**config.mk**
```make
export PLATFORM = sky130hd
export DESIGN_NAME = fpx_frame
export DESIGN_NICKNAME = d
export VERILOG_FILES = /design/src/design/fpx_frame_pkg.sv /design/src/design/fpx_frame.sv
export VERILOG_INCLUDE_DIRS = /design/src /design/src/design
export SDC_FILE = /design/constraint.sdc
export NUM_CORES = 1
export LEC_CHECK = 0
export BUFFER_PORTS_ARGS = -buffer_cell sky130_fd_sc_hd__buf_2
export CORE_AREA = 3 3 232 234
export CTS_BUF_LIST = sky130_fd_sc_hd__clkbuf_8
export DETAILED_ROUTE_END_ITERATION = 7
export DIE_AREA = 0 0 235 237
export GPL_ROUTABILITY_DRIVEN = 0
export HOLD_SLACK_MARGIN = 0.08
export RECOVER_POWER = 25
export SLEW_MARGIN = 10
export SYNTH_ARGS = -nofsm -noshare
export SYNTH_HDL_FRONTEND = slang
export SYNTH_SLANG_ARGS = --single-unit
```
**constraint.sdc**
```tcl
create_clock -name sys_clk_i -period 6.3 [get_ports sys_clk_i]
set_input_delay 1.575 -clock sys_clk_i [delete_from_list [all_inputs] [get_ports sys_clk_i]]
set_output_delay 1.575 -clock sys_clk_i [all_outputs]
set_load 0.05 [all_outputs]
```
**src/design/fpx_frame_regs.svh**
```systemverilog
`ifndef FPX_FRAME_REGS_SVH
`define FPX_FRAME_REGS_SVH
// Register byte offsets on the APB bus.
`define FPX_OFF_STATUS      12'h000
`define FPX_OFF_MASK        12'h004
`define FPX_OFF_FLAGS       12'h008
`define FPX_OFF_CMD         12'h00C
`define FPX_OFF_TAGS        12'h010
`define FPX_OFF_SRC_HI      12'h014
`define FPX_OFF_SRC_MH      12'h018
`define FPX_OFF_SRC_LO      12'h01C
`define FPX_OFF_DST_HI      12'h020
`define FPX_OFF_DST_MH      12'h024
`define FPX_OFF_DST_LO      12'h028
`define FPX_OFF_WB_HI       12'h02C
`define FPX_OFF_WB_MH       12'h030
`define FPX_OFF_WB_LO       12'h034
// Tag encodings.
`define FPX_TAG_NORM        3'h0
`define FPX_TAG_ZERO        3'h1
`define FPX_TAG_INF         3'h2
`define FPX_TAG_NAN         3'h3
`define FPX_TAG_XDEN        3'h4
`define FPX_TAG_SDEN        3'h5
// Opclass codes in command word bits 15..13.
`define FPX_OPC_REG         3'h0
`define FPX_OPC_MEM         3'h2
`define FPX_OPC_OUT         3'h3
`define FPX_OPC_MSB         15
`define FPX_OPC_LSB         13
// Signalling bit of a NaN mantissa (quiet bit position).
`define FPX_SIG_BIT         62
// Exponent marker bit in the writeback exponent.
`define FPX_WB_EXP_MSB      15
// Number of interrupt status bits.
`define FPX_NUM_EVT         5
`endif

```
**src/design/fpx_frame_pkg.sv**
```systemverilog
`default_nettype none
package fpx_frame_pkg;
    // Extended precision operand: sign, 15-bit exponent, 64-bit mantissa.
    typedef struct packed {
        logic        sign;
        logic [14:0] exponent;
        logic [63:0] mantissa;
    } fpx_ext_type;

    // Writeback intermediate image: 16-bit exponent, 67-bit mantissa, sticky.
    typedef struct packed {
        logic        sign;
        logic [15:0] exponent;
        logic [66:0] mantissa;
        logic        sticky;
    } fpx_wb_type;

    // Exception class, binary-encoded request from the arithmetic pipe.
    typedef enum logic [2:0] {
        FPX_EXC_NONE = 3'b000,
        FPX_EXC_SIG_NAN = 3'b001,
        FPX_EXC_OPER    = 3'b010,
        FPX_EXC_OVER    = 3'b011,
        FPX_EXC_UNDER   = 3'b100,
        FPX_EXC_DIV0    = 3'b101
    } fpx_exc_type;

    // Instruction group of the excepting instruction.
    typedef enum logic [1:0] {
        FPX_GRP_MOVE_REG = 2'b00,
        FPX_GRP_DYADIC   = 2'b01,
        FPX_GRP_MOVE_MEM = 2'b10,
        FPX_GRP_OTHER    = 2'b11
    } fpx_grp_type;

    // Exception report from the pipe, valid for one cycle.
    typedef struct packed {
        fpx_exc_type exc;
        fpx_grp_type grp;
        logic [15:0] cmd_word;
        logic [15:0] enc_cmd_word;
        fpx_ext_type src;
        logic [2:0]  src_tag;
        fpx_ext_type dst;
        logic [2:0]  dst_tag;
        logic        dst_valid;
        fpx_ext_type res_rounded;
        fpx_ext_type res_unrounded;
        fpx_wb_type  wb_image;
        logic [63:0] rounded_int;
    } fpx_report_type;
endpackage
`default_nettype wire

```
**src/design/fpx_frame.sv**
```systemverilog
// The APB slave port and the address map were left to the implementer.
`timescale 1ns/1ps
`default_nettype none
`include "fpx_frame_regs.svh"
module fpx_frame
    import fpx_frame_pkg::*;
(
    input  wire logic           sys_clk_i,
    input  wire logic           reset_n_i,
    input  wire logic           exc_valid_i,
    input  wire fpx_report_type exc_report_i,
    input  wire logic           psel_i,
    input  wire logic           penable_i,
    input  wire logic           pwrite_i,
    input  wire logic [11:0]    paddr_i,
    input  wire logic [31:0]    pwdata_i,
    input  wire logic [3:0]     pstrb_i,
    output logic [31:0]         prdata_o,
    output logic                pready_o,
    output logic                pslverr_o,
    output logic                irq_o
);

////////////////////////////////////////////////////////////////////////////////
// Frame storage.

logic [15:0]             primary_command_word_r;
logic [15:0]             third_stage_command_word_r;
fpx_ext_type             source_temp_r;
fpx_ext_type             destination_temp_r;
fpx_wb_type              writeback_temp_r;
logic [2:0]              source_tag_r;
logic [2:0]              destination_tag_r;
logic                    primary_exception_flag_r;
logic                    third_stage_exception_flag_r;
logic                    post_instruction_flag_r;
logic [`FPX_NUM_EVT-1:0] status_r;
logic [`FPX_NUM_EVT-1:0] mask_r;
logic [`FPX_NUM_EVT-1:0] evt_set;
logic                    is_out;
logic                    take;
fpx_ext_type             signal_src;
logic                    apb_wr;
logic                    apb_rd;
logic [31:0]             rd_nxt;
logic                    err_nxt;

// A move-out is recognised from the opclass field of the command word.
assign is_out = (exc_report_i.cmd_word[`FPX_OPC_MSB:`FPX_OPC_LSB] == `FPX_OPC_OUT);
assign take   = exc_valid_i && (exc_report_i.exc != FPX_EXC_NONE);

// On a signalling-NaN move-out, the saved source carries its signalling bit set, as the handler expects.
always_comb begin
    signal_src = exc_report_i.src;
    signal_src.mantissa[`FPX_SIG_BIT] = 1'b1;
end

////////////////////////////////////////////////////////////////////////////////
// Frame loading. Fields not named for a case hold their old value, which
// saves enables and switching on the wide operand registers.

always_ff @(posedge sys_clk_i) begin
    if (!reset_n_i) begin
        primary_command_word_r       <= 16'h0000;
        third_stage_command_word_r   <= 16'h0000;
        source_temp_r                <= '0;
        destination_temp_r           <= '0;
        writeback_temp_r             <= '0;
        source_tag_r                 <= `FPX_TAG_NORM;
        destination_tag_r            <= `FPX_TAG_NORM;
        primary_exception_flag_r     <= 1'b0;
        third_stage_exception_flag_r <= 1'b0;
        post_instruction_flag_r      <= 1'b0;
    end else if (take) begin
        // A new report restarts the flags; only the case below sets them.
        primary_exception_flag_r     <= 1'b0;
        third_stage_exception_flag_r <= 1'b0;
        post_instruction_flag_r      <= 1'b0;
        unique case (exc_report_i.exc)
            FPX_EXC_SIG_NAN: begin
                if (is_out) begin
                    primary_command_word_r   <= exc_report_i.cmd_word;
                    source_temp_r            <= signal_src;
                    source_tag_r             <= `FPX_TAG_NAN;
                    primary_exception_flag_r <= 1'b1;
                    post_instruction_flag_r  <= 1'b1;
                end else begin
                    primary_command_word_r   <= exc_report_i.cmd_word;
                    source_temp_r            <= exc_report_i.src;
                    source_tag_r             <= exc_report_i.src_tag;
                    if (exc_report_i.dst_valid) begin
                        destination_temp_r   <= exc_report_i.dst;
                        destination_tag_r    <= exc_report_i.dst_tag;
                    end
                    primary_exception_flag_r <= 1'b1;
                end
            end
            FPX_EXC_OPER: begin
                primary_command_word_r   <= exc_report_i.cmd_word;
                source_temp_r            <= exc_report_i.src;
                source_tag_r             <= exc_report_i.src_tag;
                primary_exception_flag_r <= 1'b1;
                if (is_out) begin
                    // Rounded integer lets the handler catch a false overflow.
                    writeback_temp_r.mantissa <= {3'h0, exc_report_i.rounded_int};
                    post_instruction_flag_r   <= 1'b1;
                end else if (exc_report_i.dst_valid) begin
                    destination_temp_r <= exc_report_i.dst;
                    destination_tag_r  <= exc_report_i.dst_tag;
                end
            end
            FPX_EXC_OVER: begin
                unique case (exc_report_i.grp)
                    FPX_GRP_DYADIC: begin
                        third_stage_command_word_r         <= exc_report_i.enc_cmd_word;
                        writeback_temp_r.sign              <= exc_report_i.res_rounded.sign;
                        writeback_temp_r.exponent          <= {1'b0, exc_report_i.res_rounded.exponent};
                        writeback_temp_r.mantissa[65:2]    <= exc_report_i.res_rounded.mantissa;
                        third_stage_exception_flag_r       <= 1'b1;
                    end
                    FPX_GRP_MOVE_REG,
                    FPX_GRP_MOVE_MEM: begin
                        primary_command_word_r   <= exc_report_i.cmd_word;
                        destination_temp_r       <= exc_report_i.res_rounded;
                        source_tag_r             <= `FPX_TAG_NORM;
                        primary_exception_flag_r <= 1'b1;
                        post_instruction_flag_r  <= (exc_report_i.grp == FPX_GRP_MOVE_MEM);
                    end
                    default: begin
                        primary_exception_flag_r <= 1'b1;
                    end
                endcase
            end
            FPX_EXC_UNDER: begin
                unique case (exc_report_i.grp)
                    FPX_GRP_DYADIC: begin
                        third_stage_command_word_r   <= exc_report_i.enc_cmd_word;
                        writeback_temp_r.sign        <= exc_report_i.wb_image.sign;
                        writeback_temp_r.exponent    <= {1'b1, exc_report_i.wb_image.exponent[14:0]};
                        // Bits 1..0 of the mantissa and the sticky are guard, round, sticky.
                        writeback_temp_r.mantissa    <= exc_report_i.wb_image.mantissa;
                        writeback_temp_r.sticky      <= exc_report_i.wb_image.sticky;
                        third_stage_exception_flag_r <= 1'b1;
                    end
                    FPX_GRP_MOVE_REG,
                    FPX_GRP_MOVE_MEM: begin
                        primary_command_word_r   <= exc_report_i.cmd_word;
                        destination_temp_r       <= exc_report_i.res_unrounded;
                        source_tag_r             <= `FPX_TAG_NORM;
                        primary_exception_flag_r <= 1'b1;
                        post_instruction_flag_r  <= (exc_report_i.grp == FPX_GRP_MOVE_MEM);
                    end
                    default: begin
                        primary_exception_flag_r <= 1'b1;
                    end
                endcase
            end
            FPX_EXC_DIV0: begin
                source_temp_r            <= exc_report_i.src;
                destination_temp_r       <= exc_report_i.dst;
                source_tag_r             <= exc_report_i.src_tag;
                primary_exception_flag_r <= 1'b1;
            end
            default: begin
                primary_exception_flag_r <= 1'b0;
            end
        endcase
    end
end

////////////////////////////////////////////////////////////////////////////////
// Interrupt status: one sticky bit per exception class, write one to clear.

always_comb begin
    evt_set = '0;
    if (take && (exc_report_i.exc != FPX_EXC_NONE) && (exc_report_i.exc <= FPX_EXC_DIV0)) begin
        evt_set[exc_report_i.exc - 3'h1] = 1'b1;
    end
end

assign apb_wr = psel_i && penable_i && pwrite_i;
assign apb_rd = psel_i && !penable_i && !pwrite_i;

// The set term wins so an event in the clearing cycle is never lost.
always_ff @(posedge sys_clk_i) begin
    if (!reset_n_i) begin
        status_r <= '0;
    end else if (apb_wr && (paddr_i == `FPX_OFF_STATUS) && pstrb_i[0]) begin
        status_r <= (status_r & ~pwdata_i[`FPX_NUM_EVT-1:0]) | evt_set;
    end else begin
        status_r <= status_r | evt_set;
    end
end

always_ff @(posedge sys_clk_i) begin
    if (!reset_n_i) begin
        mask_r <= '0;
    end else if (apb_wr && (paddr_i == `FPX_OFF_MASK) && pstrb_i[0]) begin
        mask_r <= pwdata_i[`FPX_NUM_EVT-1:0];
    end
end

always_ff @(posedge sys_clk_i) begin
    if (!reset_n_i) begin
        irq_o <= 1'b0;
    end else begin
        irq_o <= |((status_r | evt_set) & mask_r);
    end
end

////////////////////////////////////////////////////////////////////////////////
// APB read mux. Read data is registered in the setup cycle so the access
// phase completes in one cycle with pready already high.

always_comb begin
    rd_nxt  = 32'h0000_0000;
    err_nxt = 1'b0;
    unique case (paddr_i)
        `FPX_OFF_STATUS: rd_nxt = {27'h0, status_r};
        `FPX_OFF_MASK:   rd_nxt = {27'h0, mask_r};
        `FPX_OFF_FLAGS:  rd_nxt = {29'h0, third_stage_exception_flag_r,
                                   primary_exception_flag_r, post_instruction_flag_r};
        `FPX_OFF_CMD:    rd_nxt = {third_stage_command_word_r, primary_command_word_r};
        `FPX_OFF_TAGS:   rd_nxt = {26'h0, destination_tag_r, source_tag_r};
        `FPX_OFF_SRC_HI: rd_nxt = {16'h0, source_temp_r.sign, source_temp_r.exponent};
        `FPX_OFF_SRC_MH: rd_nxt = source_temp_r.mantissa[63:32];
        `FPX_OFF_SRC_LO: rd_nxt = source_temp_r.mantissa[31:0];
        `FPX_OFF_DST_HI: rd_nxt = {16'h0, destination_temp_r.sign, destination_temp_r.exponent};
        `FPX_OFF_DST_MH: rd_nxt = destination_temp_r.mantissa[63:32];
        `FPX_OFF_DST_LO: rd_nxt = destination_temp_r.mantissa[31:0];
        `FPX_OFF_WB_HI:  rd_nxt = {writeback_temp_r.sign, writeback_temp_r.sticky,
                                   writeback_temp_r.mantissa[66:64], 11'h0,
                                   writeback_temp_r.exponent};
        `FPX_OFF_WB_MH:  rd_nxt = writeback_temp_r.mantissa[63:32];
        `FPX_OFF_WB_LO:  rd_nxt = writeback_temp_r.mantissa[31:0];
        default:         err_nxt = 1'b1;
    endcase
end

always_ff @(posedge sys_clk_i) begin
    if (!reset_n_i) begin
        prdata_o  <= 32'h0000_0000;
        pslverr_o <= 1'b0;
        pready_o  <= 1'b0;
    end else begin
        if (apb_rd) begin
            prdata_o <= rd_nxt;
        end
        pslverr_o <= psel_i && !penable_i && err_nxt;
        pready_o  <= psel_i && !penable_i;
    end
end

endmodule // fpx_frame
`default_nettype wire

```
==> reports/summary.json <==
{
  "synth": {
    "synth_largest_area_cell": "dfxtp_1",
    "synth.cell_area_mm2": 0.0161,
    "yosys_register_bits": 331,
    "synth_cells": 1893,
    "synth_edf_count": 0,
    "post_synth.cell_area_avg_um2": 8.52,
    "synth_area_leaders": "dfxtp_1, a221oi_1, nand2_1",
    "synth_nets": 2466,
    "post_synth_top_cells": "dfxtp_1, nand2_1, nor2_1",
    "synth_largest_type_area_fraction_pct": 41.1,
    "synth_ff_type": "dfxtp_1",
    "postSynth.asyncResetShare_pct": 0,
    "synthesis_warnings": 0,
    "post-synth-top-count-cell": "dfxtp_1",
    "yosys.cell_types.count": 73,
    "synth_sequential_area_ratio_pct": 41.1
  },
  "finish": {
    "fillerInstances": 5296,
    "fin_nets": 2947,
    "layout.cells.non_filler": 3114,
    "syn_to_final_growth_pct": 28.5,
    "post_route_cells_drive_above_1_share_pct": 29.6
  },
  "route": {
    "drc_errors": 0,
    "drtAntennaViolNets": 0,
    "post_drt_wl_per_cell_um": 25.6,
    "post_drt_via_cell_ratio": 5.62,
    "wirelength_um": 79600,
    "dr.pass1.iters": 6,
    "via_count": 17516,
    "drtIter0Drc": 1714
  },
  "clock_network": {
    "root_buffer": "clkbuf_8",
    "clk_pin_slew_worst_paths_ps": 60,
    "insertion_delay_of_the_later_clocked_pin_in_the_worst_skew_pair_ps": 660,
    "h-tree-depth": 2,
    "post_cts.repair.setup_buffers": 0,
    "postCtsResizedCells": 0,
    "cts_hold_buf": 0,
    "clock-sinks": 331,
    "tritoncts": "done",
    "clock_tree_buf_depth": 3,
    "cts_inserted_buffers": 59
  },
  "die": {
    "die_width_um": 235,
    "io_pins": 602,
    "die-area_mm2": 0.0557,
    "core.rowCount": 84,
    "initial_core_util_pct": 30.9,
    "placeable_core_region_mm2": 0.0522,
    "floorplan.die.height_um": 237
  },
  "power_and_ir_drop": {
    "p_sw_w": 0.00148,
    "cellPowerDensity_mw_per_mm2": 251,
    "cellLeakagePower_nw": 8.06,
    "switching_part_of_the_total_pct": 28.4,
    "power.share.combinational_pct": 14.5,
    "irDropWorstVdd_v": 0.000132,
    "sequentialPowerShare_pct": 43.7,
    "total_power_w": 0.00520,
    "intPower_w": 0.00372,
    "clock_power_share_pct": 41.8
  },
  "timing": {
    "timing_max_transition_violations_final": 112,
    "slew_headroom_pct": -50.2,
    "final-hold-violation-count": 0,
    "period_minus_slack_ps": 4870,
    "setup-violations-final": 0,
    "setup-tns-final_ps": 0,
    "clock-skew-final_ps": 32.2,
    "finalCritPeriodShare_pct": 77.4,
    "rsz0062_at_grt": "false",
    "tightest_slew_ps": 2250,
    "worst_slack_ps": 1430,
    "maxClockFrequency_ghz": 0.205
  },
  "grt": {
    "grt_antenna_before_repair": 24,
    "first_global_vias": 16712,
    "grt_util_all_layers_pct": 27.2,
    "grt_max_degree": 146,
    "total_grt_overflow": 0,
    "wire_length_of_the_first_global_routing_pass_um": 113000
  },
  "place": {
    "dp.cells": 3001,
    "io_buffers": 570,
    "hpwl_after_detailed_placement_um": 61700,
    "pre_cts_slack_ps": 1550
  },
  "worst_setup_path": {
    "path_class": "in -> reg",
    "critical_path_sink_type": "flop",
    "worst-endpoint-required_ps": 6820,
    "ff2ff_setup_slack_ps": 4660,
    "critPathMaxFanout": 30,
    "crit_path_start_kind": "primary input",
    "worstPathArrival_ps": 5390
  },
  "run_status": {
    "run_status": "complete, but fails checks",
    "violations_in_the_final_reports": "capacitance limit, slew limit"
  },
  "hold_path": {
    "timing.hold.worst.class": "reg -> reg"
  },
  "flow_run": {
    "max_cap_viol_count": 2
  }
}
## cell type report
type / instances / area (um^2) / area share, %
clock buffers: 74 / 1020 / 4.91
flip-flops and latches: 331 / 6630 / 32.0
clock inverters: 31 / 243 / 1.17
repair buffers: 603 / 3080 / 14.9
multi-input cells: 1374 / 8850 / 42.7
inverters: 5 / 26.3 / 0.127
well taps: 688 / 861 / 4.15
diodes: 8 / 20.0 / 0.0966
## state kept, by name, indices dropped and copies added, names as in the netlist
signal	count
destination_tag_r	3
destination_temp_r	80
irq_o	1
mask_r	5
post_instruction_flag_r	1
prdata_o	32
pready_o	1
primary_command_word_r	16
primary_exception_flag_r	1
pslverr_o	1
source_tag_r	3
source_temp_r	80
status_r	5
third_stage_command_word_r	16
third_stage_exception_flag_r	1
writeback_temp_r	85
## layer usage
layer	track usage (%)	vias up	wire length [um]
met3	4.36	195	6060
met4	10.7	6	3530
met1	38.0	8294	35300
met2	42.0	924	34700
li1	-	8097	-
met5	0	-	41
## worst max-delay path: stages
cell and delay (ps):
clkbuf_1 1560, or4b_1 810, nor3_2 60, clkbuf_1 440, a32oi_1 460, nand2_1 140, o311a_1 310
## layout by cell type, fill, tap and decap left out, types with 40 or more instances in the layout
master    instances
a211oi_1        129
a21oi_1         111
a221oi_1        154
a22oi_1          54
and2_1           66
buf_2           531
clkbuf_1         40
clkbuf_8         74
dfxtp_1         331
mux2i_1          70
nand2_1         259
nor2_1          212
## logic make-up (layout without fill, tap and decap cells)
logic type	Yosys count	after routing	share of synthesized area [%]
simple gates	665	665	18.9
compound gates	602	602	28.0
flops	331	331	41.1
buf+inv	188	713	4.68
mux	100	100	6.85
fa+ha+maj	6	6	0.465
xor+xnor	1	1	0.0543
other cells	0	8	0
## final timing paths
| kind | startpoint | endpoint | depth (start not counted) |
|---|---|---|---|
| max reg2reg | writeback_temp_r[74]$_SDFFE_PN0P_ | prdata_o[6]$_SDFFE_PN0P_ | 5 |
| min reg2reg | source_temp_r[16]$_SDFFE_PN0P_ | source_temp_r[16]$_SDFFE_PN0P_ | 2 |
| max | paddr_i[4] | prdata_o[10]$_SDFFE_PN0P_ | 7 |
| min | source_temp_r[16]$_SDFFE_PN0P_ | source_temp_r[16]$_SDFFE_PN0P_ | 2 |
## per-stage QoR
| step | area, um^2 | hold WS, ps | util [%] |
|---|---|---|---|
| 2_1_floorplan | 16100 | 433 | - |
| 3_3_place_gp | 19500 | 434 | 37.3 |
| 3_5_place_dp | 19500 | 449 | 37.3 |
| 4_1_cts | 20800 | 458 | 39.8 |
| 5_1_grt | 20700 | 471 | 39.7 |
| 6_report | 20700 | 453 | 39.7 |
## power groups by stage
stage | clock, W | combinational [W] | sequential, W
global route | 0.00231 | 0.000822 | 0.00228
finish | 0.00217 | 0.000754 | 0.00228
global placement | 0 | 0.000739 | 0.00231
detailed placement | 0 | 0.000749 | 0.00232
floorplan | 0 | 0.000402 | 0.00228
CTS | 0.00222 | 0.000752 | 0.00227
Power figures use the tool's default switching activity.
